## src/hw/pmo_pkg.sv

```systemverilog
// Package for the configurable output macrocell: configuration layout,
// term-split selections and widths shared by the design.
// Assumes a single 200 MHz clock domain and synchronous array inputs.
`default_nettype none
package pmo_pkg;

  // Product terms per sum term; three sum terms per macrocell.
  localparam int unsigned TERMS_PER_SUM = 4;
  localparam int unsigned CFG_WIDTH     = 8;

  // Term-split selections, high bit then low bit.
  localparam logic [1:0] SPLIT_8_4      = 2'h0;
  localparam logic [1:0] SPLIT_4_4      = 2'h1;
  localparam logic [1:0] SPLIT_12_4     = 2'h2;
  localparam logic [1:0] SPLIT_INPUT_FB = 2'h3;

  // Polarity and type encodings.
  localparam logic POL_ACTIVE_LOW  = 1'h0;
  localparam logic POL_ACTIVE_HIGH = 1'h1;
  localparam logic REG_TYPE_D      = 1'h0;
  localparam logic REG_TYPE_T      = 1'h1;
  localparam logic CLK_TERM_ONLY   = 1'h0;
  localparam logic CLK_TERM_PIN    = 1'h1;

  // Reset values of the two flip-flops and the registered outputs.
  localparam logic FLOP_RESET = 1'h0;

  typedef struct packed {
    logic second_clock_gate_bit;
    logic first_clock_gate_bit;
    logic second_reg_type_bit;
    logic first_reg_type_bit;
    logic output_polarity_bit;
    logic combinatorial_select;
    logic term_split_select_high;
    logic term_split_select_low;
  } pmo_cfg_s;

  typedef struct packed {
    logic [TERMS_PER_SUM-1:0] group_c;
    logic [TERMS_PER_SUM-1:0] group_b;
    logic [TERMS_PER_SUM-1:0] group_a;
  } pmo_terms_s;

endpackage

`default_nettype wire

```

## src/hw/pmo_macrocell.sv

```systemverilog
// Output macrocell: two flip-flops, three four-term sum terms, term
// splitting, feedback selection, polarity and clock gating.
// Assumes all inputs are synchronous to clk; the product-term clocks are
// array signals whose rising edges are detected against clk.
`timescale 1ns/1ps
`default_nettype none

// What this block does
// Registered mode drives first flop out; splits 8/4, 12/4, 8/4.
// Combinatorial, split 00: output is 8 terms, feedback from second flop.
// Combinatorial, split 01: output is 4 terms, feedback from second flop.
// Combinatorial, split 10: output is 12 terms, feedback from second flop.
// Combinatorial, split 11, second type 1: 8 terms, feedback second input.
// Combinatorial, split 11, second type 0: 4 terms, feedback second input.
// Extra term groups are shared with the first flop input, not duplicated.
// Polarity bit 0 drives output active low, 1 active high.
// First flop is D-type for type bit 0, T-type for 1.
// Second flop is D-type for type bit 0, T-type for 1.
// First flop clocks on its term clock, or term ANDed with clock pin.
// Second flop clocks on its term clock, or term ANDed with clock pin.
// A T-type flop toggles on its clock when its input is true, else holds.
module pmo_macrocell (
  input  wire logic              clk,                 // 200 MHz clock
  input  wire logic              rst,                 // Sync reset, high
  input  wire pmo_pkg::pmo_cfg_s cfg,                 // Configuration bits
  input  wire pmo_pkg::pmo_terms_s terms,             // Twelve product terms
  input  wire logic              first_term_clock,    // First flop clock term
  input  wire logic              second_term_clock,   // Second flop clock term
  input  wire logic              dedicated_clock_pin, // Shared clock pin
  output logic                   pin_out,             // Macrocell pin level
  output logic                   array_feedback,      // Feedback to array
  output logic                   first_flop_out,      // First flop state
  output logic                   second_flop_out      // Second flop state
);

  logic       sum_a;
  logic       sum_b;
  logic       sum_c;
  logic [1:0] split;
  logic       comb_mode;
  logic       first_flop_input_sum;
  logic       second_flop_input_sum;
  logic       comb_func;
  logic       out_func;
  logic       next_pin_out;
  logic       fb_from_input;
  logic       next_array_feedback;
  logic       clk1_level;
  logic       clk2_level;
  logic       clk1_prev;
  logic       clk2_prev;
  logic       clk1_event;
  logic       clk2_event;
  logic       next_first;
  logic       next_second;

  // Flop update shared by both registers; T-type XORs, D-type loads.
  function automatic logic flop_next(input logic q, input logic din,
                                     input logic is_t);
    flop_next = is_t ? (q ^ din) : din;
  endfunction

  assign sum_a     = |terms.group_a;
  assign sum_b     = |terms.group_b;
  assign sum_c     = |terms.group_c;
  assign split     = {cfg.term_split_select_high, cfg.term_split_select_low};
  assign comb_mode = cfg.combinatorial_select;

  // In combinatorial mode the first flop keeps only its own four terms;
  // the other groups go to the output function instead.
  // Split 01 is not defined for registered mode and is treated as 8/4.
  assign first_flop_input_sum = comb_mode ? sum_a :
      (split == pmo_pkg::SPLIT_12_4) ? (sum_a | sum_b | sum_c) :
      (sum_a | sum_b);
  assign second_flop_input_sum = sum_c;

  // The wider functions reuse the very same sum terms that feed the
  // flops, so no term group is ever duplicated.
  assign comb_func =
      (split == pmo_pkg::SPLIT_8_4)  ? (sum_a | sum_b) :
      (split == pmo_pkg::SPLIT_4_4)  ? sum_b :
      (split == pmo_pkg::SPLIT_12_4) ? (sum_a | sum_b | sum_c) :
      cfg.second_reg_type_bit        ? (sum_a | sum_b) :
      sum_b;

  assign out_func     = comb_mode ? comb_func : first_flop_out;
  assign next_pin_out = (cfg.output_polarity_bit == pmo_pkg::POL_ACTIVE_HIGH)
                        ? out_func : ~out_func;

  assign fb_from_input       = (split == pmo_pkg::SPLIT_INPUT_FB);
  assign next_array_feedback = fb_from_input ? second_flop_input_sum
                                             : second_flop_out;

  // Gated clock levels; a flop fires on a rising edge of its level.
  assign clk1_level = first_term_clock &
      (cfg.first_clock_gate_bit ? dedicated_clock_pin : 1'h1);
  assign clk2_level = second_term_clock &
      (cfg.second_clock_gate_bit ? dedicated_clock_pin : 1'h1);
  assign clk1_event = clk1_level & ~clk1_prev;
  assign clk2_event = clk2_level & ~clk2_prev;

  assign next_first  = clk1_event ?
      flop_next(first_flop_out, first_flop_input_sum,
                cfg.first_reg_type_bit) : first_flop_out;
  assign next_second = clk2_event ?
      flop_next(second_flop_out, second_flop_input_sum,
                cfg.second_reg_type_bit) : second_flop_out;

  always_ff @(posedge clk) begin
    if (rst) begin
      clk1_prev       <= 1'h0;
      clk2_prev       <= 1'h0;
      first_flop_out  <= pmo_pkg::FLOP_RESET;
      second_flop_out <= pmo_pkg::FLOP_RESET;
    end else begin
      clk1_prev       <= clk1_level;
      clk2_prev       <= clk2_level;
      first_flop_out  <= next_first;
      second_flop_out <= next_second;
    end
  end

  // The pin and feedback are registered so every output leaves a flop;
  // this costs one cycle of latency on combinatorial paths.
  always_ff @(posedge clk) begin
    if (rst) begin
      pin_out        <= pmo_pkg::FLOP_RESET;
      array_feedback <= pmo_pkg::FLOP_RESET;
    end else begin
      pin_out        <= next_pin_out;
      array_feedback <= next_array_feedback;
    end
  end
endmodule

`default_nettype wire

```

## config.mk

```make
export PLATFORM = sky130hd
export DESIGN_NAME = pmo_macrocell
export DESIGN_NICKNAME = d
export VERILOG_FILES = /design/src/hw/pmo_pkg.sv /design/src/hw/pmo_macrocell.sv
export SDC_FILE = /design/constraint.sdc
export NUM_CORES = 1
export LEC_CHECK = 0
export BUFFER_PORTS_ARGS = -buffer_cell sky130_fd_sc_hd__buf_2
export CORE_AREA = 5 5 42 44
export CTS_BUF_LIST = sky130_fd_sc_hd__clkbuf_2
export DETAILED_ROUTE_END_ITERATION = 6
export DIE_AREA = 0 0 47 49
export PLACE_DENSITY = 0.67
export SYNTH_ARGS = -nofsm -noshare
export SYNTH_HDL_FRONTEND = slang
export SYNTH_SLANG_ARGS = --single-unit
```

## constraint.sdc

```tcl
create_clock -name clk -period 1.3 [get_ports clk]
set_clock_uncertainty 0.15 [all_clocks]
set_input_delay 0.195 -clock clk [delete_from_list [all_inputs] [get_ports clk]]
set_output_delay 0.195 -clock clk [all_outputs]
set_load 0.02 [all_outputs]
```

[After elaboration in Yosys (flattened, before gate mapping)]
Index checks and enable logic that the tools add are counted.
Storage, ports and cells
  flip-flop bits (word level): 6
  input bits: 25
  output and inout port bits: 4
  word-level logic and storage cells: 37
Operators by class
  eq/ne operators: 3
  multiplexer cells: 13
  bitwise operators: 11
  reductions and logical operators: 4
Operators with widths (count)
  two-way mux 1 bit: 13
  OR reduction 4 bit: 3
  AND 1 bit: 4
  equality test 2 bit, second input constant: 2
  inverter 1 bit: 3
  equality test 2 x 1 -> 1 bit, second input constant: 1
  logical NOT 2 bit: 1
  OR 1 bit: 2
  XOR 1 bit: 2

[Longest topological paths before layout]
  word-level depth: 9
  gate-level depth with buffers: 5
  depth with buffers taken out: 5

[Worst setup path after synthesis]
No wires, ideal clock.
  path kind: input to register
  start: in terms[9] (netlist name)
  end: reg pin_out
  arrival time: 975 ps
  path slack: 54 ps
  stages on the path: 5
  cells stage by stage: nor4_4 > o21ai_1 > a21oi_2 > o21a_1 > nor3_2
On the way
  word-level cells in the longest chain between the ends: 8
Ends and longest elaborated chain
  start: declaration: line pmo_macrocell.sv:26  | input wire pmo_pkg::pmo_terms_s terms,
  OR reduction 4 bit (*): line pmo_macrocell.sv:65  | assign sum_c = |terms.group_c;
  OR 1 bit (*): line pmo_macrocell.sv:82  | (split == pmo_pkg::SPLIT_12_4) ? (sum_a | sum_b | sum_c) :
  two-way mux 1 bit (*): line pmo_macrocell.sv:82
  two-way mux 1 bit (*): line pmo_macrocell.sv:81  | (split == pmo_pkg::SPLIT_4_4) ? sum_b :
  two-way mux 1 bit (*): line pmo_macrocell.sv:80  | (split == pmo_pkg::SPLIT_8_4) ? (sum_a | sum_b) :
  two-way mux 1 bit (*): line pmo_macrocell.sv:86  | assign out_func = comb_mode ? comb_func : first_flop_out;
  inverter 1 bit: line pmo_macrocell.sv:88  | ? out_func : ~out_func;
  two-way mux 1 bit (*): line pmo_macrocell.sv:88
  end signal: assignment: line pmo_macrocell.sv:127  | pin_out <= pmo_pkg::FLOP_RESET;
  end signal: assignment: line pmo_macrocell.sv:130  | pin_out <= next_pin_out;
  end: declaration: line pmo_macrocell.sv:30  | output logic pin_out,
Mark *: on every way between the ends. The rest lies on a longest branch, timed or not.
A chain may end at the register's enable or synchronous reset.

[Final worst setup path]
  start: reg first_flop_out
  end: out first_flop_out
RTL lines
  start: declaration: line pmo_macrocell.sv:32  | output logic first_flop_out,
  start signal: assignment: line pmo_macrocell.sv:113  | first_flop_out <= pmo_pkg::FLOP_RESET;
  start signal: assignment: line pmo_macrocell.sv:118  | first_flop_out <= next_first;
No word-level cell between the ends.

==> flow_summary_export.csv <==
group,metric,value,unit
status,status,"finished clean",
routing,drtIter0Drc,1,
timing,rsz0062_at_grt,"no",
critical_path,cp_data_required_time,0.95,ns
clocking,cts_root_buf,"clkbuf_2",
synthesis,yosysSeqAreaShare,30.2,%
placement,globalplace.congestion,0.708,
die,dieHeight,49,um
placement,place_inst,92,
timing,slew_viol_final,0,
synthesis,synth_area_leaders,"dfxtp_1 30%, nor4_4 16%, a21oi_2 4.4%",
die,rows,14,
synthesis,synth_top_area_share,30.2,%
pwr,power,0.510,mW
critical_path,crit_chain,"buf_2",
synthesis,synth_cell_types,25,
final_layout,instances_no_fill,96,
die,dieArea,0.00230,mm^2
synthesis,synth.most_common_cell,"dfxtp_1",
pwr,p_leak,0.285,nW
global_routing,grt_pass1_vias,446,
critical_path,ff2ff_path_depth,4,
routing,wl_per_cell,10.7,um
synthesis,synth_area_leader_cell,"dfxtp_1",
clocking,post-cts-setup-buffers,0,
clocking,worstSkewPairLatency,0.23,ns
synthesis,synthArstFlopShare,0,%
clocking,htreeDepth,1,
synthesis,synth_edf_count,0,
routing,final_antenna_net_count,0,
clocking,clockBufferDepth,2,
global_routing,grt_max_degree,7,
critical_path,end_kind,"output port",
synthesis,syn_area,398,um^2
critical_path,path_delay_family,"flip-flops",
critical_path,slowest_stage,"dfxtp_1",
critical_path,r2r_start,"clk1_prev",
min_path,min_from,"rst",
flow_run,cap_violations,0,
timing,relSlewSlack,79.9,%
critical_path,path_buf_inv,1,
timing,period_share,91.3,%
global_routing,grt_pass1_wl,1.64,mm
critical_path,cp-startpoint,"first_flop_out",
critical_path,r2r_slack,0.20,ns
synthesis,ys_ff_latch,6,
pwr,powerDensity,804,mW/mm^2
synthesis,avgSynthCellArea,9.47,um^2
timing,worst_pin_slew,0.299,ns
critical_path,path_max_fanout,5,
clocking,clock-sinks,6,
critical_path,worst-path-stages,1,
critical_path,r2r_end,"first_flop_out",
synthesis,synth_nets,67,
synthesis,yosysWarningCount,0,
die,die-width,47,um
placement,io_buffers,28,
global_routing,overflow,0,
timing,setup_viol,0,
clocking,cts_tree,"built",
routing,dr.pass1.iters,4,
clocking,path_clk_slew,0.06,ns
critical_path,slowest_delay,0.41,ns
min_path,hold_class,"in2reg",
final_layout,layout-drive-gt1-share,58.8,%
critical_path,startpoint_type,"flip-flop",
synthesis,synthTopCellsByCount,"6 x dfxtp_1, 4 x nand2_1, 3 x inv_1, 3 x nor4_4",
die,ios,29,
pwr,ir_drop,0.000561,V
final_layout,area_delta_synth_final,59.4,%
die,initial_core_util,28.4,%
die,core,0.00140,mm^2
placement,place_hpwl,857,um
global_routing,grt_util_all_layers,9.68,%
routing,drt-vias-per-instance,4.85,
timing,fin_crit,1.19,ns
critical_path,cp.arrival,0.84,ns
clocking,cts_inserted_buffers,3,
routing,drt_wl_total,1.03,mm
timing,hold_viol,0,
synthesis,synth_top_flop_cell,"dfxtp_1",
timing,fmax,843,MHz
synthesis,syn_inst,42,
global_routing,antenna_found_initial,0,
routing,vias,466,
routing,drc_errors,0,
final_layout,final_nets,107,
min_path,min_delay_path_depth,2,
final_layout,antenna_cells,0,
critical_path,crit_path_end,"first_flop_out",
critical_path,crit_type,"reg2out",
[layout make-up]
class | count | area (um^2)
fillers | 149 | 767
multi-input cells | 33 | 273
repair buffers | 35 | 195
flip-flops and latches | 6 | 120
well taps | 16 | 20.0
clock buffers | 3 | 15.0
inverters | 3 | 11.3
[layout by cell type (no fill, tap or decap), drive strengths merged]
cell	n
or3b	1
nor2	1
a311oi	1
dlygate4sd3	1
dfxtp	6
nor3	3
o21a	1
o211ai	2
nand2b	2
a211o	1
nor4	3
o22ai	2
clkbuf	3
inv	3
nor2b	1
nand2	4
buf	34
nand3	1
o21ai	3
a211oi	2
o21bai	1
a21oi	4
[worst min path at each step]
stage / endpoint / slack [ns]
4_1_cts: clk1_prev / 0.06
5_1_grt: first_flop_out / 0.05
3_5_place_dp: clk1_prev / 0.25
2_1_floorplan: first_flop_out / 0.11
3_3_place_gp: clk1_prev / 0.24
6_report: first_flop_out / 0.06
[per-layer routing]
layer  share of wire, %  GRT usage, %  wire length, um  up-vias
li1                   -             -                -      237
met1                 37          10.9              380      210
met3                 11          7.01              117        0
met4                  0          1.38                0        0
met2                 52          14.9              529       19
met5                  0             0                0        -
[per-stage QoR]
stage          area [um^2]  setup TNS, ns  hold WS [ns]  setup WS [ns]  utilization (%)
2_1_floorplan          398              0         0.107         0.0542                -
3_3_place_gp           603         -0.235         0.238         -0.139             43.0
3_5_place_dp           603         -0.287         0.251         -0.135             43.0
4_1_cts                628              0        0.0570         0.0947             44.8
5_1_grt                634              0        0.0548        0.00787             45.3
6_report               634              0        0.0572          0.114             45.3
[kinds of logic (layout without fill, tap and decap cells)]
| group | Yosys count | count (layout) | synth area share [%] |
|---|---|---|---|
| and+or+nand+nor | 16 | 16 | 34.6 |
| DFF | 6 | 6 | 30.2 |
| buffers and inverters | 3 | 41 | 2.83 |
| AOI/OAI and AO/OA | 17 | 17 | 32.4 |
[power breakdown]
group	internal, mW	total [mW]	switching [mW]
combinational	0.0825	0.162	0.0799
clock	0.0626	0.136	0.0732
sequential	0.200	0.212	0.0115
[timing repair]
item                                    in CTS  in global routing
gates resized for setup                      0                  1
endpoints found under the hold margin        1                  0
hold buffers                                 1                  0
endpoints found under the setup margin       0                  1
[sequential cells by signal (all words and copies together), names as in the netlist]
signal,flops
pin_out,1
clk1_prev,1
clk2_prev,1
array_feedback,1
second_flop_out,1
first_flop_out,1
Note: power is estimated with default switching activity, not from simulation.
